$ cat src/hdl/rail_seq_pkg.sv
/*
  Constants for the rail startup and shutdown sequencer: delays, clock
  rate and derived cycle counts. Assumes a single 10 MHz clock.
*/
package rail_seq_pkg;
  // Clock rate in kHz, so that a microsecond figure maps to cycles
  localparam int unsigned CLK_KHZ = 10000;
  localparam int unsigned CYC_PER_US = CLK_KHZ / 1000;
  // Delays in microseconds as specified
  localparam int unsigned KEEP_ALIVE_DLY_US = 400;
  localparam int unsigned HIGH_IO_DLY_US = 32000;
  localparam int unsigned CHAIN_DLY_US = 1000;
  localparam int unsigned SEQ_DLY_US = 0;
  localparam int unsigned AUX_DLY_US = 1000;
  localparam int unsigned SYSTEM_DLY_US = 2000;
  // Long press and reset release, in milliseconds
  localparam int unsigned LONG_PRESS_MS = 4000;
  localparam int unsigned RESET_DLY_MS = 40;
  // Derived cycle counts (least times, exact at this rate)
  localparam int unsigned KEEP_ALIVE_CYC = KEEP_ALIVE_DLY_US * CYC_PER_US;
  localparam int unsigned HIGH_IO_CYC = HIGH_IO_DLY_US * CYC_PER_US;
  localparam int unsigned CHAIN_CYC = CHAIN_DLY_US * CYC_PER_US;
  localparam int unsigned SEQ_CYC = SEQ_DLY_US * CYC_PER_US;
  localparam int unsigned AUX_CYC = AUX_DLY_US * CYC_PER_US;
  localparam int unsigned SYSTEM_CYC = SYSTEM_DLY_US * CYC_PER_US;
  localparam int unsigned LONG_PRESS_CYC = LONG_PRESS_MS * 1000 * CYC_PER_US;
  localparam int unsigned RESET_CYC = RESET_DLY_MS * 1000 * CYC_PER_US;
  // Counter width that covers every count above
  localparam int unsigned CNT_W = 32;
  // Number of spare rails left off in this option
  localparam int unsigned SPARE_N = 4;
endpackage

$ cat src/hdl/rail_delay.sv
/*
  One start-delay stage: output rises once the trigger has stood high
  for DELAY cycles and falls at once with the trigger.
  Assumes trigger is on the same clock.
*/
`timescale 1ns/1ps
`default_nettype none
module rail_delay #(
  parameter int unsigned DELAY = 1
) (
  input wire logic clk,
  input wire logic nrst,
  input wire logic clear,
  input wire logic trigger,
  output logic enable
);
  import rail_seq_pkg::*;
  logic [CNT_W-1:0] count; // Cycles the trigger has stood high
  initial begin
    if (DELAY >= (64'd1 << CNT_W)) begin
      $error("rail_delay DELAY too large");
    end
  end
  // Count while triggered; zero delay still costs one register stage
  always_ff @(posedge clk) begin
    if (!nrst || clear || !trigger) begin
      count <= '0;
      enable <= 1'b0;
    end else if (count >= CNT_W'(DELAY)) begin
      enable <= 1'b1;
    end else begin
      count <= count + CNT_W'(1);
    end
  end
endmodule // rail_delay
`default_nettype wire

$ cat src/hdl/rail_startup_shutdown_sequencer.sv
/*
  Startup and shutdown sequencer for the rails of factory_option_b, with
  push-button handling and the active-low processor reset.
  Assumes "in regulation" of a rail is taken as its enable plus its own
  delay; pins arrive asynchronously and pass three flip-flops.
*/
`timescale 1ns/1ps
`default_nettype none
// Behaviour
// - Keep-alive rail on 400us after valid supply
// - Wake pin high starts high I/O after 32ms
// - Chain rails follow each other after 1ms; sequencing rail after 0
// - Both auxiliary rails on, each after 1ms
// - Power-hold latches the chain on
// - System rail from hold AND enable, 2ms
// - System rail off when enable or hold low
// - Hold low with wake low ends chain
// - Press over 4s powers all outputs down
// - Short press pulses processor reset low
// - Release after long press restarts sequence
// - Reset released 40ms after sequencing rail
// - Spare rails stay off
module rail_startup_shutdown_sequencer #(
  parameter int unsigned HIGH_IO_CYCLES = rail_seq_pkg::HIGH_IO_CYC,
  parameter int unsigned LONG_PRESS_CYCLES = rail_seq_pkg::LONG_PRESS_CYC,
  parameter int unsigned RESET_CYCLES = rail_seq_pkg::RESET_CYC,
  parameter int unsigned CHAIN_CYCLES = rail_seq_pkg::CHAIN_CYC,
  parameter int unsigned SYSTEM_CYCLES = rail_seq_pkg::SYSTEM_CYC
) (
  input wire logic clk,
  input wire logic nrst,
  input wire logic input_supply_valid,
  input wire logic wake_trigger_pin,
  input wire logic power_hold_in,
  input wire logic power_enable_in,
  input wire logic push_button_n,
  output logic keep_alive_rail,
  output logic high_io_rail,
  output logic memory_rail,
  output logic core_rail,
  output logic io_rail,
  output logic sequencing_rail,
  output logic aux_rail_a,
  output logic aux_rail_b,
  output logic system_rail,
  output logic [rail_seq_pkg::SPARE_N-1:0] spare_rails,
  output logic processor_reset_n
);
  import rail_seq_pkg::*;

  initial begin
    if (LONG_PRESS_CYCLES < 2 || RESET_CYCLES < 1 || HIGH_IO_CYCLES < 1) begin
      $error("sequencer counts must be at least one cycle");
    end
  end

  // Pin synchronisers: three stages each, change taken when 2 and 3 agree
  logic [4:0] sync1; // First stage, read only by sync2
  logic [4:0] sync2;
  logic [4:0] sync3;
  logic [4:0] pins; // Filtered pin levels
  always_ff @(posedge clk) begin
    if (!nrst) begin
      // Stages reset to the idle pin levels, as the filtered levels do.
      // Otherwise the first edges after reset show a false press and a false lockout.
      sync1 <= 5'h11;
      sync2 <= 5'h11;
      sync3 <= 5'h11;
      pins <= 5'h11;
    end else begin
      sync1 <= {push_button_n, power_enable_in, power_hold_in,
                wake_trigger_pin, input_supply_valid};
      sync2 <= sync1;
      sync3 <= sync2;
      for (int i = 0; i < 5; i++) begin
        if (sync2[i] == sync3[i]) begin
          pins[i] <= sync3[i];
        end
      end
    end
  end

  logic supply_ok; // Undervoltage lockout released
  logic wake; // Wake trigger level
  logic hold; // Power-hold level
  logic pen; // Power-enable level
  logic button; // Push button pressed
  assign supply_ok = pins[0];
  assign wake = pins[1];
  assign hold = pins[2];
  assign pen = pins[3];
  assign button = !pins[4];

  logic clear; // Lockout (supply not valid) clears the sequencer
  assign clear = !supply_ok;

  // Push-button state machine
  typedef enum logic [3:0] {
    BTN_IDLE = 4'h1,
    BTN_PRESS = 4'h2,
    BTN_LONG = 4'h4,
    BTN_RESET = 4'h8
  } btn_state_t;
  btn_state_t btn_state;
  logic [CNT_W-1:0] press_cnt; // Shared timebase for press and reset pulse
  logic long_off; // Outputs held down by long press

  // Press timing: short press resets, long press powers down
  always_ff @(posedge clk) begin
    if (!nrst || clear) begin
      btn_state <= BTN_IDLE;
      press_cnt <= '0;
    end else begin
      unique case (btn_state)
        BTN_IDLE: begin
          press_cnt <= '0;
          if (button) begin
            btn_state <= BTN_PRESS;
          end
        end
        BTN_PRESS: begin
          if (!button) begin
            // Short press: time a reset pulse
            btn_state <= BTN_RESET;
            press_cnt <= '0;
          end else if (press_cnt >= CNT_W'(LONG_PRESS_CYCLES)) begin
            btn_state <= BTN_LONG;
          end else begin
            press_cnt <= press_cnt + CNT_W'(1);
          end
        end
        BTN_LONG: begin
          // Stay down until release, then restart from the top
          if (!button) begin
            btn_state <= BTN_IDLE;
          end
        end
        BTN_RESET: begin
          if (press_cnt >= CNT_W'(RESET_CYCLES)) begin
            btn_state <= BTN_IDLE;
          end else begin
            press_cnt <= press_cnt + CNT_W'(1);
          end
        end
      endcase
    end
  end
  assign long_off = (btn_state == BTN_LONG);

  logic off; // Any cause that drops every rail
  assign off = clear || long_off;

  // Keep-alive rail: follows the valid supply after its delay
  // Lockout needs no clear here: the trigger already is the supply
  rail_delay #(
    .DELAY(KEEP_ALIVE_CYC)
  ) u_keep (
    .clk(clk),
    .nrst(nrst),
    .clear(long_off),
    .trigger(supply_ok),
    .enable(keep_alive_rail)
  );

  // Chain latch: set by hold once high I/O is up, ended by hold+wake low
  logic chain_latched;
  always_ff @(posedge clk) begin
    if (!nrst || off) begin
      chain_latched <= 1'b0;
    end else if (high_io_rail && hold) begin
      chain_latched <= 1'b1;
    end else if (!hold && !wake) begin
      chain_latched <= 1'b0;
    end
  end

  logic chain_req; // Chain requested by wake or latch
  assign chain_req = (wake || chain_latched) && !off;

  logic high_io_d, memory_d, core_d, io_d, seq_d, aux_a_d, aux_b_d, sys_d;
  // High I/O rail: first of the chain, long start delay after wake
  rail_delay #(
    .DELAY(HIGH_IO_CYCLES)
  ) u_high (
    .clk(clk),
    .nrst(nrst),
    .clear(off),
    .trigger(chain_req),
    .enable(high_io_d)
  );
  // Memory rail: waits for high I/O to be in regulation
  rail_delay #(
    .DELAY(CHAIN_CYCLES)
  ) u_mem (
    .clk(clk),
    .nrst(nrst),
    .clear(off),
    .trigger(high_io_d && chain_req),
    .enable(memory_d)
  );
  // Core rail: waits for the memory rail
  rail_delay #(
    .DELAY(CHAIN_CYCLES)
  ) u_core (
    .clk(clk),
    .nrst(nrst),
    .clear(off),
    .trigger(memory_d && chain_req),
    .enable(core_d)
  );
  // I/O rail: waits for the core rail
  rail_delay #(
    .DELAY(CHAIN_CYCLES)
  ) u_io (
    .clk(clk),
    .nrst(nrst),
    .clear(off),
    .trigger(core_d && chain_req),
    .enable(io_d)
  );
  // Sequencing rail: zero delay, still one register stage late
  rail_delay #(
    .DELAY(SEQ_CYC)
  ) u_seq (
    .clk(clk),
    .nrst(nrst),
    .clear(off),
    .trigger(io_d && chain_req),
    .enable(seq_d)
  );
  // First auxiliary rail: hangs off the sequencing rail
  rail_delay #(
    .DELAY(AUX_CYC)
  ) u_aux_a (
    .clk(clk),
    .nrst(nrst),
    .clear(off),
    .trigger(seq_d && chain_req),
    .enable(aux_a_d)
  );
  // Second auxiliary rail: needs the system rail and a live chain
  rail_delay #(
    .DELAY(AUX_CYC)
  ) u_aux_b (
    .clk(clk),
    .nrst(nrst),
    .clear(off),
    .trigger(system_rail && chain_req),
    .enable(aux_b_d)
  );

  // System rail: AND of hold and enable, dropped at once when either falls
  rail_delay #(
    .DELAY(SYSTEM_CYCLES)
  ) u_sys (
    .clk(clk),
    .nrst(nrst),
    .clear(off),
    .trigger(hold && pen),
    .enable(sys_d)
  );

  // Reset release timer after the sequencing rail is up
  logic [CNT_W-1:0] rst_cnt;
  logic rst_release;
  always_ff @(posedge clk) begin
    if (!nrst || off || !sequencing_rail) begin
      rst_cnt <= '0;
      rst_release <= 1'b0;
    end else if (rst_cnt >= CNT_W'(RESET_CYCLES)) begin
      rst_release <= 1'b1;
    end else begin
      rst_cnt <= rst_cnt + CNT_W'(1);
    end
  end

  // Output registers; rails drop one cycle after any off cause
  always_ff @(posedge clk) begin
    if (!nrst || off) begin
      high_io_rail <= 1'b0;
      memory_rail <= 1'b0;
      core_rail <= 1'b0;
      io_rail <= 1'b0;
      sequencing_rail <= 1'b0;
      aux_rail_a <= 1'b0;
      aux_rail_b <= 1'b0;
      system_rail <= 1'b0;
    end else begin
      high_io_rail <= high_io_d && chain_req;
      memory_rail <= memory_d && chain_req;
      core_rail <= core_d && chain_req;
      io_rail <= io_d && chain_req;
      sequencing_rail <= seq_d && chain_req;
      aux_rail_a <= aux_a_d && chain_req;
      aux_rail_b <= aux_b_d && chain_req;
      system_rail <= sys_d && hold && pen;
    end
  end

  // Spare rails never enabled here; serial writes live elsewhere
  always_ff @(posedge clk) begin
    spare_rails <= '0;
  end

  // Processor reset: gated by sequencing rail, pulsed by short press
  always_ff @(posedge clk) begin
    if (!nrst || off) begin
      processor_reset_n <= 1'b0;
    end else begin
      processor_reset_n <= rst_release && sequencing_rail
                           && (btn_state != BTN_RESET);
    end
  end
endmodule // rail_startup_shutdown_sequencer
`default_nettype wire

$ cat config.mk
export PLATFORM = sky130hd
export DESIGN_NAME = rail_startup_shutdown_sequencer
export DESIGN_NICKNAME = d
export VERILOG_FILES = /design/src/hdl/rail_seq_pkg.sv /design/src/hdl/rail_delay.sv /design/src/hdl/rail_startup_shutdown_sequencer.sv
export SDC_FILE = /design/constraint.sdc
export NUM_CORES = 1
export LEC_CHECK = 0
export ABC_AREA = 0
export ABC_CLOCK_PERIOD_IN_PS = 2700
export BUFFER_PORTS_ARGS = -buffer_cell sky130_fd_sc_hd__buf_2
export CELL_PAD_IN_SITES_DETAIL_PLACEMENT = 1
export CELL_PAD_IN_SITES_GLOBAL_PLACEMENT = 1
export CORE_UTILIZATION = 49
export CTS_CLUSTER_SIZE = 25
export DETAILED_ROUTE_END_ITERATION = 16
export GPL_TIMING_DRIVEN = 0
export PLACE_DENSITY_LB_ADDON = 0.08
export SLEW_MARGIN = 20
export SYNTH_ARGS = -nofsm -noshare
export SYNTH_HDL_FRONTEND = slang
export SYNTH_HIERARCHICAL = 1
export SYNTH_SLANG_ARGS = --single-unit
$ cat constraint.sdc
create_clock -name clk -period 2.7 [get_ports clk]
set_input_delay 0.405 -clock clk [delete_from_list [all_inputs] [get_ports clk]]
set_output_delay 0.405 -clock clk [all_outputs]
set_load 0.01 [all_outputs]
Word level (Yosys, flattened, before mapping) --
Cells that the tools add are included.
Storage, ports and cells: register bits after elaboration 396, bits in latches 0, bits in writable memories 0, memory bits (read-only) 0, input port bits 7, word-level logic and storage cells 140, memories kept 0
Operators by class: add/sub/neg operators 11, multiply operators 0, div/mod/pow operators 0, order comparisons 12, eq/ne operators 16, shifts and indexed selects 0, mux-type cells 12, bitwise gates (word level) 0, reductions and logical operators 49
Operators with widths (number):
- $add A32 B1 Y32 const B | 11
- $ge A32 B14 Y1 const B | 5
- $ge A32 B19 Y1 const B | 3
- $mux W32 | 3
- $pmux W32 S3 | 1
- $ge A32 B1 Y1 const B | 1
- $ge A32 B12 Y1 const B | 1
- $ge A32 B15 Y1 const B | 1
- $ge A32 B26 Y1 const B | 1
- $mux W4 | 5
- $logic_and A1 B1 Y1 | 16
- $pmux W4 S4 | 1
- $logic_or A1 B1 Y1 | 15
- $logic_not A1 Y1 | 14
- $ne A2 B2 Y1 const B | 4
- $ne A3 B3 Y1 const B | 2
- $eq A1 B1 Y1 | 5
- $eq A4 B1 Y1 const B | 1
- $eq A4 B2 Y1 const B | 1
- $eq A4 B3 Y1 const B | 1
- $eq A4 B4 Y1 const B | 1
- $ne A4 B4 Y1 const B | 1
- $reduce_and A4 Y1 | 1
- $reduce_and A3 Y1 | 1
- other kinds (3) | 4

Longest topological paths before layout --
Gate-level depths: netlist (run 1).
depth after elaboration 7, mapped depth 10

Modules after synthesis --
The synthesis (run 1) kept the hierarchy.
By module, submodules not included:
- rail_delay (u_aux_a ...) | times used 5, cells an instance 142, area each 1350.0 µm², seq. area each 660.6 µm²
- rail_startup_shutdown_sequencer | times used 1, cells an instance 477, area each 4239.1 µm², seq. area each 1981.9 µm²
- rail_delay (u_high) | times used 1, cells an instance 158, area each 1413.9 µm², seq. area each 660.6 µm²
- rail_delay (u_sys) | times used 1, cells an instance 136, area each 1305.0 µm², seq. area each 660.6 µm²
- rail_delay (u_keep) | times used 1, cells an instance 124, area each 1287.5 µm², seq. area each 660.6 µm²
- rail_delay (u_seq) | times used 1, cells an instance 2, area each 28.8 µm², seq. area each 20.0 µm²

Worst setup path before layout (run 1) --
Ideal clock, no wire load.
path type register to register, start reg btn_state[1], end reg u_aux_a.count[14], setup time 0.115 ns, data arrival time 2.232 ns, required time 2.585 ns, setup slack 0.353 ns, cell stages (with the launch flop) 10, buffers on the path 3, clock period less this slack 2.347 ns, cell sequence dfxtp_1 buf_4 nor4b_2 nand2b_1 nor2_1 and2_1 and3b_1 clkbuf_1 clkbuf_1 and2_1
On the way: longest elaborated chain between the ends 7, elaborated cells on any way between the ends 8, classes of those cells 1 x eq/ne; 7 x reduce/logical
RTL lines:
- from (decl) | line rail_startup_shutdown_sequencer.sv:104 | btn_state_t btn_state;
- from (signal assigned) | line rail_startup_shutdown_sequencer.sv:111 | btn_state <= BTN_IDLE;
- from (signal assigned) | line rail_startup_shutdown_sequencer.sv:118 | btn_state <= BTN_PRESS;
- from (signal assigned) | line rail_startup_shutdown_sequencer.sv:124 | btn_state <= BTN_RESET;
- $eq A4 B3 Y1 | line rail_startup_shutdown_sequencer.sv:148 | assign long_off = (btn_state == BTN_LONG);
- net long_off | line rail_startup_shutdown_sequencer.sv:106 | logic long_off;
- $logic_or A1 B1 Y1 | line rail_startup_shutdown_sequencer.sv:151 | assign off = clear || long_off;
- net off | line rail_startup_shutdown_sequencer.sv:150 | logic off;
- $logic_not A1 Y1 | line rail_startup_shutdown_sequencer.sv:178 | assign chain_req = (wake || chain_latched) && !off;
- $logic_and A1 B1 Y1 | line rail_startup_shutdown_sequencer.sv:178
- net chain_req | line rail_startup_shutdown_sequencer.sv:177 | logic chain_req;
- $logic_and A1 B1 Y1 | line rail_startup_shutdown_sequencer.sv:238 | .trigger(seq_d && chain_req),
- $logic_not A1 Y1 | line rail_delay.sv:26 | if (!nrst || clear || !trigger) begin
- $logic_or A1 B1 Y1 | line rail_delay.sv:26
- to (signal assigned) | line rail_delay.sv:32 | count <= count + CNT_W'(1);
- to (decl) | line rail_delay.sv:18 | logic [CNT_W-1:0] count;
The timed path passes the listed nets, and every way through them passes these cells. A chain may end at the register's enable or synchronous reset.

Final worst setup path (run 1) --
start reg u_io.count[6], end reg u_io.count[7]
On the way: longest elaborated chain between the ends 1, elaborated cells on any way between the ends 2, classes of those cells 1 x add/sub; 1 x order compare
RTL lines (line):
- from (decl) | rail_delay.sv:18
- from (signal assigned) | rail_delay.sv:32
- $add A32 B1 Y32 / $ge A32 B14 Y1 (equally long branches) | rail_delay.sv:32, rail_delay.sv:29
Several ways; a longest one is shown, not always the timed one.

==> results.md, run 1 <==
* Status: finished clean
* Netlist Area Pre-Place at 0.0150 mm^2
* Critical path's largest stage delay at 0.57 ns
* Ys Warns at 6
* DIE AREA at 0.0314 mm^2
* Clock power frac at 0.481
* CTS tree: built
* Max-cap violations at 0
* Root buffer cell: clkbuf_16
* First DRT Iteration DRCs at 408
* Largest net degree at the start of global routing at 22
* Die X at 177 um
* FP Rows at 63
* Skew final at around 0.010 ns
* Clock Tree Buf Depth at 3
* Mean Syn Cell Area at between 9 and 10 um^2
* Final hold vios at 0
* Gr ovfl total at 0
* RSZ-0062 raised after global routing: no
* Uppermost layer routed: met4
* HP Class: in -> reg
* Wl on met1 at 16300 um
* Inserted Clock Buffers at 39
* First-pass GRT wire length at 58700 um
* IO Count at 21
* Final nets at between 1500 and 2000
* Die height at 177 um
* Slowest cell on crit path: or4_1
* Worst-path clk slew at about 0.060 ns
* Tightest Pin Transition at just under 1 ns
* Drt drc at 0
* Comb pwr share at 0.020
* Cells after synthesis at 1607
* H-tree levels at 2
* Tightest hold margin at approximately 0.11 ns
* Vias in the first global route at 12122
* Clock sink count at 364
* Pre-CTS WS at -0.920 ns
* GRT Util Overall at 0.224
* Crit Path Max Fanout at 10
* Tcrit/Tclk final at 0.920
* Worst Setup End Kind: register
* Final setup margin at 0.215 ns
* Area growth syn-to-layout at 12.5%
* Initial Utilization at 0.503
* Switching part of the total power at 0.206
* Avg WL per Cell at 16.5 um
* PortBufs at 16
* Total core area at 0.0299 mm^2
* Layout cells sized above 1 at 0.0893
* F_max at 402 MHz
* Synth cell types at 68
* Startpoint Class: register
* Clock latency on the worst-skew pair at 0.52 ns
* Inst Count DP at roughly 2000
* Wire length on met3 at between 1000 and 1500 um
* Crit-path leading delay family: simple AND/OR/NAND/NOR gates
* Final setup fails at 0
* Commonest non-fill, non-tap cells in the layout: dfxtp_1 (364), and2_1 (175), nand2_1 (101), nor2_1 (86), nor4_1 (84)
* Dominant synthesized flop cell: dfxtp_1
* Detail Placement HPWL at roughly 23000 um
* Number of synthesized flops with an enable pin at 0
* Switch Pwr at approximately 2.2 mW
* Slew Viols, Final at 0
* Number of detailed-route iterations in the first pass at 4
* Pwr Density at 641 mW/mm^2
* Power Internal at 8.61 mW
* Sequential share of the synthesized area at 0.485
* Via density at 5.70
* Seq cells post-synth at 364
* Gp weighted congestion at 0.787
* Worst Path Buf+Inv at 2
* Total wire length at 34400 um
* Sequential share of power at 0.499
* Non-filler cells, final at 2081
* Vias at approximately 12000
* Antenna Violating Nets Remaining at 0
* VDD IR max at 0.000468 V
* Leak Pwr at 6.02 nW
* Met2 WL at 16300 um
* Arr. time, crit path at 2.93 ns
* Crit path cell chain: or4_1, a2111o_1, buf_6, buf_2, nor3_1, mux2i_1
* Req. time, crit path at 3.14 ns
* Initial antenna violation count at 0
* Fraction of registers with async set/reset at 0
* Commonest non-fill, non-tap cell in the layout: dfxtp_1
* Fin crit period at around 2.5 ns
* Crit path kind: reg -> reg
* Slew headroom at 0.343
## final timing paths
path         cells after the start     startpoint  slack (ns)            end
min                              2  push_button_n        0.11       sync1[4]
max reg2reg                      6  u_io/count[6]        0.22  u_io/count[7]
max                              6  u_io/count[6]        0.22  u_io/count[7]
min reg2reg                      1       sync1[4]        0.42       sync2[4]
## final cells by class
cell class                      count  area [um^2]
Antenna cell                        1         2.50
Sequential cell                   364         7290
Tap cell                          390          488
Buffer                             76          415
Clock inverter                      9          128
Clock buffer                       54         1110
Timing Repair Buffer               17         87.6
Fill cell                        3344        13000
Inverter                           39          146
Multi-Input combinational cell   1131         7240
## cell families after synthesis
family / synth area share
AOI/OAI and AO/OA: 0.105
xor gates and xnor gates: 0.0216
adders and majority gates: 0.0167
buffers and inverters: 0.0367
DFF: 0.485
muxes: 0.0195
other: 0.000250
and+or+nand+nor: 0.316
## layer usage
metal | vias to the layer above | GRT usage
met5 | - | 0
li1 | 5899 | -
met3 | 56 | 0.0318
met1 | 5776 | 0.291
met2 | 124 | 0.381
met4 | 0 | 0.0690
## power by group through the flow
stage | logic, mW | registers, mW | clock network (mW)
2_1_floorplan | 0.148 | 5.52 | 0
3_3_place_gp | 0.209 | 5.52 | 0
3_5_place_dp | 0.215 | 5.53 | 0
4_1_cts | 0.220 | 5.41 | 5.36
5_1_grt | 0.240 | 5.41 | 5.57
6_report | 0.218 | 5.41 | 5.21
## Yosys cell counts (3+ instances only)
cell / count / area [um^2]
a2111o_1: 5 / 56.3
a2111oi_0: 7 / 61.3
a211oi_1: 3 / 22.5
a21boi_0: 3 / 22.5
a21oi_1: 81 / 405
a22o_1: 6 / 52.6
a31o_2: 6 / 52.6
a31oi_1: 4 / 25.0
and2_1: 175 / 1090
and3_1: 34 / 213
and3b_1: 9 / 78.8
and4_1: 24 / 210
buf_2: 11 / 55.1
buf_4: 7 / 52.6
buf_6: 10 / 113
clkbuf_1: 47 / 176
dfxtp_1: 364 / 7290
ha_1: 20 / 250
inv_1: 39 / 146
mux2i_1: 27 / 270
nand2_1: 101 / 379
nand2b_1: 33 / 206
nand3_1: 68 / 340
nand3b_1: 10 / 75.1
nand4_1: 31 / 194
nor2_1: 87 / 327
nor3_1: 35 / 175
nor3b_1: 4 / 30.0
nor4_1: 84 / 526
nor4_2: 4 / 50.1
nor4_4: 4 / 85.1
nor4b_1: 6 / 52.6
o211ai_1: 3 / 22.5
o211ai_2: 3 / 37.5
o21a_1: 15 / 113
o21ai_0: 55 / 275
o21ai_1: 3 / 15.0
o31a_1: 11 / 96.3
o31ai_1: 26 / 195
or3_1: 30 / 188
or4_1: 39 / 293
xnor2_1: 32 / 280
xor2_1: 5 / 43.8
## metrics by stage
stage	area [um^2]	TNS [ns]	power [mW]	util
global placement	15600	-96.72	5.73	0.522
detailed placement	15600	-118.59	5.74	0.522
finish	16900	0	10.8	0.566
CTS	16900	0	11.0	0.565
global route	16900	0	11.2	0.566
floorplan	15000	0	5.67	-
## what timing repair did
action | 4_1_cts | 5_1_grt
gates resized for setup | 6 | 17
endpoints found under the setup margin | 219 | 73
pin swaps | 0 | 1
hold buffers | 0 | 0
buffers inserted | 1 | 0
Power figures use the tool's default switching activity.
==> run 2, diff against run 1 <==
--- a/config.mk
+++ b/config.mk
@@ -14,7 +14,7 @@
 export CTS_CLUSTER_SIZE = 25
 export DETAILED_ROUTE_END_ITERATION = 16
 export GPL_TIMING_DRIVEN = 0
-export PLACE_DENSITY_LB_ADDON = 0.08
+export PLACE_DENSITY_LB_ADDON = 0.2
 export SLEW_MARGIN = 20
 export SYNTH_ARGS = -nofsm -noshare
 export SYNTH_HDL_FRONTEND = slang
==> run 2 against run 1 <==
  * Wire length rose by 0.66%
  * Cell count rose by 0.58%
  * Sequential cell count did not move
  * Clock skew rose by 0.0068 ns
  * Combinational power rose by 3%
  * Critical path depth rose by 3
  * Register-to-register slack got worse by 0.06 ns
  * Largest cell class unchanged
==> results.md, run 2 (synthesis results as in run 1) <==
* Status: finished clean
* Final hold vios at 0
* Final nets at between 1500 and 2000
* Startpoint Class: register
* Detail Placement HPWL at 23500 um
* CTS tree: built
* IO Count at 21
* Cell area after placement at 0.0156 mm^2
* Initial Utilization at 0.503
* Crit path cell chain: buf_2, nor4b_4, nand2_2, a2111oi_4, buf_4, o211ai_2, buf_2, or3_1, a21oi_1
* Leak Pwr at 6.08 nW
* Sequential share of power at 0.502
* Final setup fails at 0
* Power Internal at roughly 8.5 mW
* Max-cap violations at 0
* Total wire length at 34600 um
* First-pass GRT wire length at 59300 um
* Commonest non-fill, non-tap cell in the layout: dfxtp_1
* Crit Path Max Fanout at 10
* Clock sink count at 364
* H-tree levels at 2
* Fin crit period at 2.54 ns
* Die height at 177 um
* Slowest cell on crit path: or3_1
* DIE AREA at 0.0314 mm^2
* Arr. time, crit path at 2.99 ns
* Critical path's largest stage delay at about 0.36 ns
* Slew Viols, Final at 0
* Slew headroom at 0.320
* Clock Tree Buf Depth at 3
* Switch Pwr at around 2.3 mW
* Via density at between 5 and 6
* Tightest Pin Transition at 1.01 ns
* Vias in the first global route at ~12000
* Avg WL per Cell at 16.5 um
* Antenna Violating Nets Remaining at 0
* Req. time, crit path at roughly 3.2 ns
* Skew final at roughly 0.017 ns
* GRT Util Overall at 0.225
* Crit path kind: reg -> reg
* Clock latency on the worst-skew pair at between 0.5 and 0.6 ns
* F_max at 394 MHz
* Gr ovfl total at 0
* Total core area at about 0.03 mm^2
* Drt drc at 0
* Number of detailed-route iterations in the first pass at 5
* Switching part of the total power at 0.214
* Layout cells sized above 1 at 0.0999
* PortBufs at 16
* Comb pwr share at 0.021
* Tcrit/Tclk final at 0.941
* Hold_buf cts at 0
* Commonest non-fill, non-tap cells in the layout: dfxtp_1 (364), and2_1 (175), nand2_1 (101), nor2_1 (86), nor4_1 (84)
* Worst Setup End Kind: register
* Vias at 12003
* Finished Core Util at 0.568
* Clock power frac at 0.477
* First DRT Iteration DRCs at 510
* HP Class: in -> reg
* Inserted Clock Buffers at 39
* VDD IR max at 0.000369 V
* Initial antenna violation count at 0
* Root buffer cell: clkbuf_16
* Pwr Density at between 600 and 700 mW/mm^2
* FP Rows at 63
* Cell repeated most along the worst path: buf_2
* Gp weighted congestion at approximately 0.8
* Area growth syn-to-layout at 13.0%
* Worst-path clk slew at roughly 0.060 ns
* Final Cell Area at 0.0170 mm^2
* Largest net degree at the start of global routing at 22
* Die X at 177 um
-- run 2: changes by cell type in the layout (fill, tap and decap cells not counted), sizes merged --
cell,before,now
clkinvlp,0,1
clkinv,5,12
bufinv,3,1
buf,45,55
clkbuf,101,97
-- run 2: metrics by stage --
step	TNS [ns]	hold WS, ns	instances	power [mW]	setup slack [ns]
after detailed placement	-118.26	0.406	2017	5.75	-0.966
final	0	0.0753	2093	10.8	0.160
after global placement	-103.75	0.388	2016	5.74	-0.864
after global routing	-0.00757	0.0666	2092	11.2	-0.00757
after CTS	0	0.0530	2084	10.9	0.0414
after floorplan	0	0.386	1610	5.67	0.353
-- run 2: routing by layer --
layer | share of wire | track usage
met1 | 0.46 | 0.289
met2 | 0.49 | 0.392
met3 | 0.030 | 0.0320
met4 | 0.016 | 0.0621
met5 | 0 | 0
-- run 2: worst paths after layout --
check | to | startpoint | cells past startpoint | slack, ns
worst min register to register | sync2[0] | sync1[0] | 1 | 0.41
worst min-delay path | sync1[4] | push_button_n | 2 | 0.08
worst max register to register | press_cnt[5] | btn_state[3] | 9 | 0.16
worst max-delay path | press_cnt[5] | btn_state[3] | 9 | 0.16
-- run 2: power by group through the flow --
stage / Combinational [mW] / Clock, mW / Sequential [mW]
floorplan: 0.148 / 0 / 5.52
global placement: 0.215 / 0 / 5.52
detailed placement: 0.221 / 0 / 5.53
CTS: 0.224 / 5.29 / 5.41
global route: 0.246 / 5.52 / 5.41
finish: 0.224 / 5.14 / 5.41
-- run 2: final cells by class --
class	instances	area (um^2)
Clock inverter	15	118
Fill cell	3393	12900
Sequential cell	364	7290
Inverter	39	146
Multi-Input combinational cell	1131	7240
Buffer	76	424
Antenna cell	1	2.50
Timing Repair Buffer	25	151
Clock buffer	52	1120
Tap cell	390	488
-- run 2: timing repair --
item	CTS	global route
pin swaps	1	2
endpoints found under the setup margin	219	84
resized for setup	9	25
buffers inserted	0	8
-- run 2: worst max-delay path: cells and delay by family, from the launching register on --
kind            cells  cell delay, ns
flops               1            0.30
simple gates        3            0.82
buf+inv             3            0.70
compound gates      3            0.65
